===== src/hdl/divcfg_pkg.sv =====
// Package with register map, field layout and constants for the vector/config bank.
// Function
// RULE1 - With message interrupts enabled each channel interrupt carries the vector from its mapping field.
// RULE2 - The low vector register holds four 5-bit read-write fields for slots 0 to 3 at bits 4:0, 12:8, 20:16, 28:24, reset to zero.
// RULE3 - The high vector register at the next word holds slots 4 to 7 at the same field positions.
// RULE4 - In legacy mode only the two low bits of a field pick one of the four legacy lines.
// RULE5 - Slots hold host-to-card channels first, and card-to-host channels follow the last of them.
// RULE6 - With four host-to-card channels card-to-host 0 is slot 4, with one it is slot 1.
// RULE7 - The config registers are reached as register target 3.
// RULE8 - The identity register is read-only with subsystem, target and version codes and reserved bits 15:8.
// RULE9 - The bus-device register shows the endpoint's bus, device and function number from the core.
// RULE10 - The link payload field reports the smaller of the negotiated and configured payload sizes.
// RULE11 - The read request field reports the smaller of the negotiated and configured limits, coded 0 to 5.
// RULE12 - The system code register returns a fixed 16-bit code and ignores writes.
// RULE13 - The config target also decodes registers at 0x14, 0x18, 0x1C, 0x40, 0x44 and 0x60.
// RULE14 - The payload field uses the doubling code and reserved or unmapped bits read zero.
package divcfg_pkg;
    localparam int          ADDR_W          = 12;
    localparam int          TGT_W           = 4;
    localparam int          NUM_SLOTS       = 8;
    localparam int          VEC_W           = 5;
    localparam int          SIZE_W          = 3;
    localparam int          SLOT_W          = 3;
    localparam int          FIELD_STRIDE    = 8;
    localparam int          FIELDS_PER_REG  = 4;
    localparam int          LEGACY_W        = 2;
    // Register targets within the subsystem space.
    localparam logic [3:0]  TGT_IRQ         = 4'h2;
    localparam logic [3:0]  TGT_CONFIG      = 4'h3;
    // Offsets.
    localparam logic [11:0] OFS_VEC_LO      = 12'h0A0;
    localparam logic [11:0] OFS_VEC_HI      = 12'h0A4;
    localparam logic [11:0] OFS_IDENTITY    = 12'h000;
    localparam logic [11:0] OFS_BDF         = 12'h004;
    localparam logic [11:0] OFS_MAX_PAYLOAD = 12'h008;
    localparam logic [11:0] OFS_MAX_READ    = 12'h00C;
    localparam logic [11:0] OFS_SYSTEM      = 12'h010;
    localparam logic [11:0] OFS_MSI_EN      = 12'h014;
    localparam logic [11:0] OFS_DATA_WIDTH  = 12'h018;
    localparam logic [11:0] OFS_CONTROL     = 12'h01C;
    localparam logic [11:0] OFS_USER_PAY    = 12'h040;
    localparam logic [11:0] OFS_USER_READ   = 12'h044;
    localparam logic [11:0] OFS_FLUSH       = 12'h060;
    // Identity fields and system code; the code values are arbitrary.
    localparam logic [11:0] SUBSYS_CODE     = 12'hA5C;
    localparam logic [3:0]  TARGET_CODE     = TGT_CONFIG;
    localparam logic [7:0]  RELEASE_CODE    = 8'h10;
    localparam logic [15:0] CORE_SYSTEM_CODE = 16'h5A5A;
    // Reset values, size limits and fixed codes.
    localparam logic [4:0]  VEC_RST         = 5'h00;
    localparam logic [2:0]  USER_SIZE_RST   = 3'h5;
    localparam logic        RELAXED_RST     = 1'b1;
    localparam logic [4:0]  FLUSH_RST       = 5'h00;
    localparam logic [2:0]  SIZE_MAX_CODE   = 3'h5;
    localparam logic [2:0]  CFG_PAYLOAD_LIM = 3'h5;
    localparam logic [2:0]  CFG_READ_LIM    = 3'h5;
    localparam logic [2:0]  DATA_WIDTH_CODE = 3'h1;
    localparam logic [31:0] ZERO_WORD       = 32'h0000_0000;
endpackage


===== src/hdl/divcfg_regs.sv =====
// Channel vector map registers and config target registers.
//
// Added by the designer: the strobed register port.
`timescale 1ns/100ps
module divcfg_regs (
    input  wire logic                            core_clk,
    input  wire logic                            rst,
    input  wire logic [divcfg_pkg::TGT_W-1:0]    reg_target,
    input  wire logic [divcfg_pkg::ADDR_W-1:0]   reg_addr,
    input  wire logic [31:0]                     reg_wdata,
    input  wire logic                            reg_wr,
    input  wire logic                            reg_rd,
    output logic [31:0]                          reg_rdata,
    input  wire logic [15:0]                     link_bdf,
    input  wire logic [2:0]                      link_neg_payload,
    input  wire logic [2:0]                      link_neg_read,
    input  wire logic                            link_msi_en,
    input  wire logic                            link_msix_en,
    input  wire logic [2:0]                      host_to_card_channel_count,
    input  wire logic                            chan_irq,
    input  wire logic [divcfg_pkg::SLOT_W-1:0]   chan_irq_slot,
    input  wire logic                            chan_irq_is_c2h,
    output logic                                 irq_msg_valid,
    output logic [divcfg_pkg::VEC_W-1:0]         irq_msg_vector,
    output logic [3:0]                           irq_legacy_line,
    output logic                                 relaxed_order,
    output logic [2:0]                           user_eff_payload,
    output logic [2:0]                           user_eff_read,
    output logic [4:0]                           flush_timeout
);
    import divcfg_pkg::*;

    // ==========================================================
    // Address decode
    // ==========================================================
    logic                           sel_irq;
    logic                           sel_cfg;
    logic [VEC_W-1:0]               vec [NUM_SLOTS];
    logic [SIZE_W-1:0]              user_prg_payload;
    logic [SIZE_W-1:0]              user_prg_read;
    logic [SLOT_W-1:0]              slot_idx;
    logic [SIZE_W-1:0]              link_payload;
    logic [SIZE_W-1:0]              link_read;
    logic [31:0]                    next_rdata;

    assign sel_irq = (reg_target == TGT_IRQ);
    assign sel_cfg = (reg_target == TGT_CONFIG); // RULE7

    // ==========================================================
    // Channel vector map
    // ==========================================================
    genvar g;
    generate
        for (g = 0; g < NUM_SLOTS; g++) begin : g_vec
            localparam logic [11:0] OFS =
                (g < FIELDS_PER_REG) ? OFS_VEC_LO : OFS_VEC_HI; // RULE3
            localparam int LSB = (g % FIELDS_PER_REG) * FIELD_STRIDE;
            always_ff @(posedge core_clk) begin
                if (rst) begin
                    vec[g] <= VEC_RST; // RULE2
                end else if (reg_wr && sel_irq && reg_addr == OFS) begin
                    vec[g] <= reg_wdata[LSB +: VEC_W]; // RULE2
                end
            end
        end
    endgenerate

    // ==========================================================
    // Channel interrupt vector delivery
    // ==========================================================
    // Card-to-host channel n uses slot host_to_card_channel_count + n, counting on from the last host-to-card one.
    assign slot_idx = chan_irq_is_c2h ?
        SLOT_W'(host_to_card_channel_count + chan_irq_slot) :
        chan_irq_slot; // RULE5 RULE6

    always_ff @(posedge core_clk) begin
        if (rst) begin
            irq_msg_valid   <= 1'b0;
            irq_msg_vector  <= VEC_RST;
            irq_legacy_line <= 4'h0;
        end else begin
            irq_msg_valid   <= chan_irq && (link_msi_en || link_msix_en);
            irq_msg_vector  <= vec[slot_idx]; // RULE1
            irq_legacy_line <= 4'h0;
            if (chan_irq && !(link_msi_en || link_msix_en)) begin
                irq_legacy_line[vec[slot_idx][LEGACY_W-1:0]] <= 1'b1; // RULE4
            end
        end
    end

    // ==========================================================
    // Config target writable registers
    // ==========================================================
    always_ff @(posedge core_clk) begin
        if (rst) begin
            relaxed_order <= RELAXED_RST;
        end else if (reg_wr && sel_cfg && reg_addr == OFS_CONTROL) begin
            relaxed_order <= reg_wdata[0];
        end
    end

    always_ff @(posedge core_clk) begin
        if (rst) begin
            user_prg_payload <= USER_SIZE_RST;
            user_prg_read    <= USER_SIZE_RST;
        end else if (reg_wr && sel_cfg) begin
            if (reg_addr == OFS_USER_PAY) begin
                user_prg_payload <= (reg_wdata[2:0] > SIZE_MAX_CODE) ?
                    SIZE_MAX_CODE : reg_wdata[2:0];
            end
            if (reg_addr == OFS_USER_READ) begin
                user_prg_read <= (reg_wdata[2:0] > SIZE_MAX_CODE) ?
                    SIZE_MAX_CODE : reg_wdata[2:0];
            end
        end
    end

    always_ff @(posedge core_clk) begin
        if (rst) begin
            flush_timeout <= FLUSH_RST;
        end else if (reg_wr && sel_cfg && reg_addr == OFS_FLUSH) begin
            flush_timeout <= reg_wdata[4:0];
        end
    end

    // ==========================================================
    // Derived link sizes
    // ==========================================================
    assign link_payload = (link_neg_payload < CFG_PAYLOAD_LIM) ?
        link_neg_payload : CFG_PAYLOAD_LIM; // RULE10 RULE14
    assign link_read = (link_neg_read < CFG_READ_LIM) ?
        link_neg_read : CFG_READ_LIM; // RULE11

    always_ff @(posedge core_clk) begin
        if (rst) begin
            user_eff_payload <= USER_SIZE_RST;
            user_eff_read    <= USER_SIZE_RST;
        end else begin
            user_eff_payload <= (user_prg_payload < link_payload) ?
                user_prg_payload : link_payload;
            user_eff_read <= (user_prg_read < link_read) ?
                user_prg_read : link_read;
        end
    end

    // ==========================================================
    // Read mux
    // ==========================================================
    always_comb begin
        next_rdata = ZERO_WORD; // RULE14
        if (sel_irq) begin
            for (int i = 0; i < FIELDS_PER_REG; i++) begin
                if (reg_addr == OFS_VEC_LO) begin
                    next_rdata[i*FIELD_STRIDE +: VEC_W] = vec[i];
                end else if (reg_addr == OFS_VEC_HI) begin
                    next_rdata[i*FIELD_STRIDE +: VEC_W] =
                        vec[i+FIELDS_PER_REG];
                end
            end
        end else if (sel_cfg) begin
            case (reg_addr) // RULE13
                OFS_IDENTITY: begin
                    next_rdata = {SUBSYS_CODE, TARGET_CODE, 8'h00,
                                  RELEASE_CODE}; // RULE8
                end
                OFS_BDF: begin
                    next_rdata[15:0] = link_bdf; // RULE9
                end
                OFS_MAX_PAYLOAD: begin
                    next_rdata[2:0] = link_payload; // RULE10
                end
                OFS_MAX_READ: begin
                    next_rdata[2:0] = link_read; // RULE11
                end
                OFS_SYSTEM: begin
                    next_rdata[15:0] = CORE_SYSTEM_CODE; // RULE12
                end
                OFS_MSI_EN: begin
                    next_rdata[1:0] = {link_msix_en, link_msi_en};
                end
                OFS_DATA_WIDTH: begin
                    next_rdata[2:0] = DATA_WIDTH_CODE;
                end
                OFS_CONTROL: begin
                    next_rdata[0] = relaxed_order;
                end
                OFS_USER_PAY: begin
                    next_rdata[6:0] = {user_eff_payload, 1'b0,
                                       user_prg_payload};
                end
                OFS_USER_READ: begin
                    next_rdata[6:0] = {user_eff_read, 1'b0, user_prg_read};
                end
                OFS_FLUSH: begin
                    next_rdata[4:0] = flush_timeout;
                end
                default: begin
                    next_rdata = ZERO_WORD;
                end
            endcase
        end
    end

    always_ff @(posedge core_clk) begin
        if (rst) begin
            reg_rdata <= ZERO_WORD;
        end else if (reg_rd) begin
            reg_rdata <= next_rdata;
        end else begin
            reg_rdata <= ZERO_WORD;
        end
    end
endmodule


===== config.mk =====
export PLATFORM = sky130hd
export DESIGN_NAME = divcfg_regs
export DESIGN_NICKNAME = d
export VERILOG_FILES = /design/src/hdl/divcfg_pkg.sv /design/src/hdl/divcfg_regs.sv
export SDC_FILE = /design/constraint.sdc
export NUM_CORES = 1
export LEC_CHECK = 0
export BUFFER_PORTS_ARGS = -buffer_cell sky130_fd_sc_hd__buf_2
export CORE_MARGIN = 10
export CORE_UTILIZATION = 45
export CTS_BUF_LIST = sky130_fd_sc_hd__clkbuf_8
export CTS_CLUSTER_DIAMETER = 200
export DETAILED_ROUTE_END_ITERATION = 7
export HOLD_SLACK_MARGIN = 0.15
export PLACE_DENSITY = 0.71
export SETUP_SLACK_MARGIN = 0.4
export SLEW_MARGIN = 20
export SYNTH_ARGS = -nofsm -noshare
export SYNTH_HDL_FRONTEND = slang
export SYNTH_SLANG_ARGS = --single-unit
export TNS_END_PERCENT = 10

===== constraint.sdc =====
create_clock -name core_clk -period 2.5 [get_ports core_clk]
set_input_delay 0.125 -clock core_clk [delete_from_list [all_inputs] [get_ports core_clk]]
set_output_delay 0.125 -clock core_clk [all_outputs]
set_load 0.02 [all_outputs]

* Word level (Yosys, flattened, before mapping)
Memory sizes are Yosys's and may differ from the RTL's.
Cells that the tools add are included.
** Storage, ports and cells
- Output and inout port bits :: 54
- Input port bits :: 84
- Logic and storage cells :: 106
- Memories :: 1
- Flip-flop bits (word level) :: 60
- RAM bits :: 40
** Memory list
- vec :: depth 8, bits a word 5, read ports 9, clocked after Yosys merged registers in 0, write ports 8, RTL line divcfg_regs.sv:38 : logic [VEC_W-1:0] vec [NUM_SLOTS];
** Operators by class
- Equality and inequality tests :: 14
- Add/subtract/negate cells :: 1
- Bitwise operators :: 11
- Reduce and logical (&&, ||, !) cells :: 17
- Magnitude comparators :: 7
- Mux-type cells :: 44
** Operators by type and width (count)
- $mux W5 :: 20
- $eq A12 B5 Y1 const B :: 4
- $eq A12 B7 Y1 const B :: 3
- $mux W29 :: 1
- $eq A12 B4 Y1 const B :: 2
- $eq A12 B8 Y1 const B :: 2
- $mux W3 :: 6
- $pmux W9 S2 :: 1
- $mux W16 :: 1
- $eq A12 B3 Y1 const B :: 1
- $logic_not A12 Y1 :: 1
- $pmux W2 S6 :: 1
- $logic_and A1 B1 Y1 :: 9
- $mux W1 :: 9
- $pmux W1 S9 :: 1
- $eq A4 B2 Y1 const B :: 2
- $or A1 B1 Y1 :: 8
- $pmux W1 S8 :: 1
- $pmux W2 S4 :: 1
- $lt A3 B3 Y1 :: 2
- $lt A3 B3 Y1 const B :: 2
- $pmux W1 S6 :: 1
- $reduce_and A2 Y1 :: 2
- $reduce_or A2 Y1 :: 2
- other kinds (9) :: 11

* Depth between registers and ports, before layout
Gate-level depths: netlist of the first run.
- Depth after elaboration :: 7
- Mapped depth :: 7
- Mapped depth without buffers :: 7

* Worst setup path before layout of the first run
No wires, ideal clock.
- Kind :: in2reg
- Start :: in host_to_card_channel_count[0]
- End :: reg irq_legacy_line[3]
- Buffers on the path :: 0
- Path slack :: 0.189 ns
- Stages on the path :: 7
- Arrival time :: 2.224 ns
- Required time :: 2.412 ns
- Setup time :: 0.088 ns
- Cell sequence :: ha_1 fa_1 xor2_1 nand2_1 xor2_2 mux4_2 nor4_2
** On the way
- Word-level cells in the longest chain between the ends :: 7
- Elaborated cells on any way between the ends :: 8
- Classes of those cells :: add/sub (1); order compare (2); mux (3); reduce/logical (1); memory (1)
** Ends and longest elaborated chain
- start: declaration :: RTL line divcfg_regs.sv:19 : input wire logic [2:0] host_to_card_channel_count,
- $add A3 B3 Y3 * :: RTL line divcfg_regs.sv:73 : SLOT_W'(host_to_card_channel_count + chan_irq_slot) :
- $mux W3 * :: RTL line divcfg_regs.sv:72 : assign slot_idx = chan_irq_is_c2h ?
- $mem_v2 Z8 W5 *
- $lt A2 B3 Y1 (not written as such) or $ge A2 B1 Y1 (tied branches) :: RTL line divcfg_regs.sv:86 : irq_legacy_line[vec[slot_idx][LEGACY_W-1:0]] <= 1'b1;
- $logic_and A1 B1 Y1 (not written as such) :: RTL line divcfg_regs.sv:86
- $mux W1 (not written as such) :: RTL line divcfg_regs.sv:86
- $demux W1 S2 * :: RTL line divcfg_regs.sv:86
- end signal: assignment :: RTL line divcfg_regs.sv:80 : irq_legacy_line <= 4'h0;
- end signal: assignment :: RTL line divcfg_regs.sv:84 : irq_legacy_line <= 4'h0;
- end signal: indexed assignment :: RTL line divcfg_regs.sv:86
- end: declaration :: RTL line divcfg_regs.sv:25 : output logic [3:0] irq_legacy_line,
Mark *: on every way between the ends. The rest lies on a longest branch, timed or not.
A chain may end at the register's enable or synchronous reset.

* Worst setup path after layout of the first run
- Start :: in chan_irq_slot[0] (netlist name)
- End :: reg irq_legacy_line[2]
** On the way
- Word-level cells in the longest chain between the ends :: 7
- Elaborated cells on any way between the ends :: 8
- Classes of those cells :: add/sub (1); order compare (2); mux (3); reduce/logical (1); memory (1)
** Ends and longest elaborated chain
- start: declaration :: RTL line divcfg_regs.sv:21 : input wire logic [divcfg_pkg::SLOT_W-1:0] chan_irq_slot,
- $add A3 B3 Y3 :: RTL line divcfg_regs.sv:73
- $mux W3 * :: RTL line divcfg_regs.sv:72
- $mem_v2 Z8 W5 *
- $lt A2 B3 Y1 (not written as such) or $ge A2 B1 Y1 (tied branches) :: RTL line divcfg_regs.sv:86
- $logic_and A1 B1 Y1 (not written as such) :: RTL line divcfg_regs.sv:86
- $mux W1 (not written as such) :: RTL line divcfg_regs.sv:86
- $demux W1 S2 * :: RTL line divcfg_regs.sv:86
Marks and branches as above.

==> impl_metrics.ini, run 1 <==
[sta]
maxSlewViolCount = 0
setup_viol = 0
slew_headroom = 0.486
fin_setup_tns_ns = 0
rsz0062_at_grt = no
fmax_ghz = 0.515
finClkSkew_ns = 0.0113
period_needed_ns = 1.94
fin_crit_sh = 0.777
setup_ws_ns = 0.556
worst_pin_slew_ns = 0.769
hold_viol = 0

[route]
wl_met3_um = 1270
dr_wl_met2_um = 6950
drt-wirelength-per-cell_um = 19.6
dr.pass1.iters = 5
drcViolationCount = 0
vias = 4115
drtIter0Drc = 329
routed_wl_um = 14600
drt.antenna.violating_nets = 0
vias_per_cell = 5.52
wl_met1_um = 6120
top_layer_used = met4

[worst_hold_path]
worstHoldEndpoint = irq_msg_valid
holdCritStartpoint = chan_irq
holdPathStages = 3
hold_class = input port to flip-flop

[global_routing]
grt_pass1_wl_um = 22600
grt_max_degree = 23
grt_pass1_vias = 4255
track_usage = 0.191
grt_overflow_total = 0
antenna_found_initial = 0

[power]
power_leakage_uw = 0.00251
p_total_uw = 3170
p_per_area_nw_per_um2 = 515
peakVddDrop_mv = 0.359

[layout]
areaGrowthSynthToFinish_pct = 30.0
final_common_cell = buf_2
antennaDiodeCount = 0
final_cell_area_um2 = 6150
nNetsFinal = 696
final_cell_mix = buf_2 (123), dfxtp_1 (55), and2_1 (45), edfxtp_1 (40), dlygate4sd3_1 (38)
drive_above_1_share = 0.315
utilization = 0.599

[clocking]
cts_made_buffers = 9
cts.sinks = 95
cts_root_buf = clkbuf_8
clock_latency_ns = 0.37
cts_hold_buffers = 37
cts_buffer_depth = 2
clkTransAtPathRegs_ns = 0.10
htreeDepth = 3
post_cts_buffers = 0
cts_tree = yes
post_cts_resized = 0

[worst_setup_path]
arrival_ns = 2.23
crit_fanout = 5
endpoint_kind = flip-flop
slowest_stage = mux4_2
rr_startpoint = vec[0][0]
reg2reg_depth = 4
cp_data_required_time_ns = 2.79
cpPeakStageDelay_ns = 0.59
regToRegSetupSlack_ns = 0.99
r2r-end = irq_legacy_line[0]
crit_chain = buf_2 -> ha_1 -> fa_2 -> xor2_2 -> nand2_2 -> xor2_4 -> mux4_2 -> a211oi_1
critPathLaunchType = input port
critPathKind = input port to flip-flop

[logic_synthesis]
synth_top_cell_by_area = edfxtp_1
yosys_warnings = 0
yosys.area.top_type_share = 0.254
seq_area_frac_synth = 0.486
avgSynthCellArea_um2 = 10.7
synth_area_leaders = edfxtp_1 (25%), dfxtp_1 (23%), and2_1 (5.9%)
async_flop_share = 0
syn-cell-area_um2 = 4730
synth-seq-cells = 95
synth_edf_count = 40
ys_types = 66
synth_cells = 441
synth-main-ff-cell = dfxtp_1

[die]
rows = 37
core_area_um2 = 10300
initial_core_util = 0.461
io_pins = 138
dieArea_um2 = 15000
die_y_um = 123
die_w_um = 123

[job]
maxCapViolations = 0

[placed_design]
port_buffers = 123
placed_cell_area_um2 = 5580
place.gp.congestion = 0.954
pre_cts_ws_ns = 0.191
detailed_place_hpwl_um = 10800

[run_status]
outcome = finished clean
-- kinds of logic after synthesis --
logic type	Yosys count	share of synthesized area
AND/OR/NAND/NOR	158	0.205
AO/OA/AOI/OAI	101	0.144
flip-flops	95	0.486
buffers and inverters	40	0.0394
multiplexers	35	0.0949
adder cells (fa/ha/maj)	8	0.0227
XOR/XNOR	3	0.00714
other	1	0.000792
-- metrics by stage --
| step | cells | hold slack, ns |
|---|---|---|
| floorplan | 442 | 0.234 |
| global placement | 691 | 0.329 |
| detailed placement | 691 | 0.328 |
| CTS | 744 | 0.155 |
| global route | 745 | 0.176 |
| finish | 745 | 0.161 |
-- how the worst max path moves through the flow --
stage                                  start            endpoint  slack, ns  cells after the start
2_1_floorplan  host_to_card_channel_count[0]  irq_legacy_line[1]       0.37                      7
3_3_place_gp                chan_irq_slot[0]  irq_legacy_line[1]       0.23                      8
3_5_place_dp                chan_irq_slot[0]  irq_legacy_line[2]       0.19                      8
4_1_cts                     chan_irq_slot[0]  irq_legacy_line[2]       0.55                      8
5_1_grt                     chan_irq_slot[0]  irq_legacy_line[2]       0.46                      8
6_report                    chan_irq_slot[0]  irq_legacy_line[2]       0.56                      8
-- metal layers --
metal  vias up  GRT usage
met4         0     0.0604
met5         -          0
met1      1944      0.242
li1       1962          -
met3        24     0.0533
met2       185      0.310
-- power by group --
| group | total (uW) | switching [uW] | internal [uW] |
|---|---|---|---|
| clock | 1000 | 612 | 392 |
| combinational | 472 | 251 | 221 |
| sequential | 1690 | 29.2 | 1660 |
-- flip-flops by register name (all words and copies together) (netlist names) --
| name | cells |
|---|---|
| vec | 40 |
| reg_rdata | 27 |
| flush_timeout | 5 |
| irq_msg_vector | 5 |
| irq_legacy_line | 4 |
| user_eff_payload | 3 |
| user_eff_read | 3 |
| user_prg_payload | 3 |
| user_prg_read | 3 |
| irq_msg_valid | 1 |
| relaxed_order | 1 |
-- synthesized netlist by cell type (2+ instances only) --
master,number
clkbuf_1,14
a21o_1,3
nor4_2,2
nor4_4,4
o21ai_0,20
nand2b_1,8
buf_4,6
or4_1,2
nor2_1,29
a31oi_1,3
a22o_1,2
clkbuf_2,2
and2_1,45
and3_1,2
a211oi_1,3
or2_2,3
mux4_2,7
nor4_1,5
nor4b_1,4
nor2b_1,5
o22ai_1,9
a21boi_0,3
a311oi_1,2
a31o_2,3
buf_2,9
inv_1,8
edfxtp_1,40
a21oi_1,16
or3_1,2
mux2i_2,2
nand2_1,19
nor3_1,5
ha_1,7
nor3b_1,4
a32oi_1,2
o21bai_1,2
nand3b_1,2
nand3_1,6
dfxtp_1,55
mux2i_1,23
a22oi_1,23
mux2_2,3
nand4_1,3
o21a_1,2
-- area by class of cell --
type	instances	area, um^2
clock buffers	9	124
clock inverters	7	71.3
fillers	878	4120
inverters	9	33.8
multi-input cells	307	2270
flip-flops and latches	95	2300
well taps	136	170
repair buffers	182	1180
-- critical path, delay by kind of cell --
kind / cells / cell delay, ns
muxes: 1 / 0.59
xor gates and xnor gates: 2 / 0.42
and+or+nand+nor: 1 / 0.16
buffers and inverters: 1 / 0.12
adders and majority gates: 2 / 0.60
AOI/OAI and AO/OA: 1 / 0.21
(Power assumes the default switching activity.)
==> run 2: changes to the inputs <==
Clock period 2.5 ns to 1.8 ns, I/O delays scaled along.
==> impl_metrics.ini, run 2 (synthesized netlist as in run 1, its figures left out) <==
[sta]
fmax_ghz = 0.590
maxSlewViolCount = 0
fin_setup_tns_ns = 0
rsz0062_at_grt = yes
hold_viol = 0
finClkSkew_ns = 0.0132
setup_viol = 0
fin_crit_sh = 0.941
period_needed_ns = 1.69

[clocking]
cts_root_buf = clkbuf_8
htreeDepth = 3
clkTransAtPathRegs_ns = 0.11
cts_buffer_depth = 2
clock_latency_ns = 0.37
cts.sinks = 95
cts_tree = yes
cts_made_buffers = 9

[layout]
largest_registers = vec (40), reg_rdata (27)
areaGrowthSynthToFinish_pct = 41.6
antennaDiodeCount = 0
final_common_cell = buf_2
final_cell_mix = buf_2 (121), buf_4 (55), dfxtp_1 (54), and2_1 (45), dlygate4sd3_1 (41)
drive_above_1_share = 0.382
top_register = vec
largest_register_ffs = 40
nNetsFinal = 741

[job]
maxCapViolations = 0

[power]
p_total_uw = 4580
power_leakage_uw = 0.00280
p_per_area_nw_per_um2 = 684
peakVddDrop_mv = 0.463

[die]
die_y_um = 123
io_pins = 138
die_w_um = 123
rows = 37
dieArea_um2 = 15000
initial_core_util = 0.461
core_area_um2 = 10300

[placed_design]
place.gp.congestion = 0.951
detailed_place_hpwl_um = 11300
port_buffers = 123

[global_routing]
grt_pass1_wl_um = 23900
grt_overflow_total = 0
antenna_found_initial = 0
grt_max_degree = 23
track_usage = 0.203
grt_pass1_vias = 4430

[worst_setup_path]
arrival_ns = 1.95
critPathLaunchType = input port
crit_fanout = 5
regToRegSetupSlack_ns = 0.26
reg2reg_depth = 5
rr_startpoint = vec[6][0]
endpoint_kind = flip-flop
r2r-end = irq_legacy_line[1]
critPathKind = input port to flip-flop
cp_data_required_time_ns = 2.06

[route]
drt.antenna.violating_nets = 0
drt-wirelength-per-cell_um = 19.8
vias = 4350
drtIter0Drc = 410
dr.pass1.iters = 5
vias_per_cell = 5.51
routed_wl_um = 15600
drcViolationCount = 0

[run_status]
outcome = finished clean

[worst_hold_path]
holdCritStartpoint = link_msix_en
worstHoldEndpoint = irq_legacy_line[2]
hold_class = input port to flip-flop
holdPathStages = 4
-- run 2: cell types whose count changed in the layout (fill, tap and decap cells not counted), moves of 3 or more --
| cell | before | now |
|---|---|---|
| buf_12 | 2 | 5 |
| dlygate4sd3_1 | 38 | 41 |
| buf_4 | 19 | 55 |
| buf_6 | 0 | 3 |
| nor3b_1 | 4 | 1 |
-- run 2: worst max-delay path: stages --
cell and delay (ns):
buf_8 0.10, ha_4 0.15, fa_2 0.36, xor2_2 0.19
nand2_2 0.13, xor2_4 0.17, mux4_2 0.60, nor4b_4 0.17
-- run 2: metrics by stage --
step	utilization	instances	hold WS [ns]	instance area [um^2]	worst slack, ns
floorplan	-	442	0.199	4810	-0.244
global placement	0.576	727	0.293	5920	-0.343
detailed placement	0.576	727	0.300	5920	-0.404
CTS	0.642	785	0.160	6600	0.0485
global route	0.652	790	0.192	6700	0.0536
finish	0.652	790	0.175	6700	0.106
-- run 2: timing repair --
item | in CTS | in global routing
resized for setup | 11 | 15
pin swaps | 6 | 6
buffers inserted | 1 | 4
hold endpoints to repair | 70 | 0
hold buffers | 41 | 0
setup endpoints to repair | 96 | 115
gates cloned | 0 | 1
-- run 2: worst max-delay path by stage --
stage | from | end | slack (ns)
after global placement | chan_irq_slot[0] | irq_legacy_line[1] | -0.34
after global routing | chan_irq_slot[0] | irq_legacy_line[1] | 0.05
after CTS | chan_irq_slot[0] | irq_legacy_line[1] | 0.05
after floorplan | host_to_card_channel_count[0] | irq_legacy_line[1] | -0.24
final | chan_irq_slot[0] | irq_legacy_line[1] | 0.11
after detailed placement | chan_irq_slot[0] | irq_legacy_line[0] | -0.40
-- run 2: area by class of cell --
type,instances,area [um^2]
timing repair buffer,227,1590
sequential,95,2310
fill,841,3570
tap,136,170
clock buffer,9,124
inverter,9,33.8
multi-input combinational,307,2390
clock inverter,7,86.3
-- run 2: power breakdown --
part           internal, uW  switching [uW]
logic                   386             386
clock network           560             900
registers              2310            42.8
total                  3260            1330
-- run 2: layer usage --
metal	GRT usage	vias up	share of wire
met1	0.264	2060	0.42
met2	0.325	221	0.47
met3	0.0418	24	0.082
li1	-	2045	-
met4	0.0781	0	0.023
met5	0	-	0
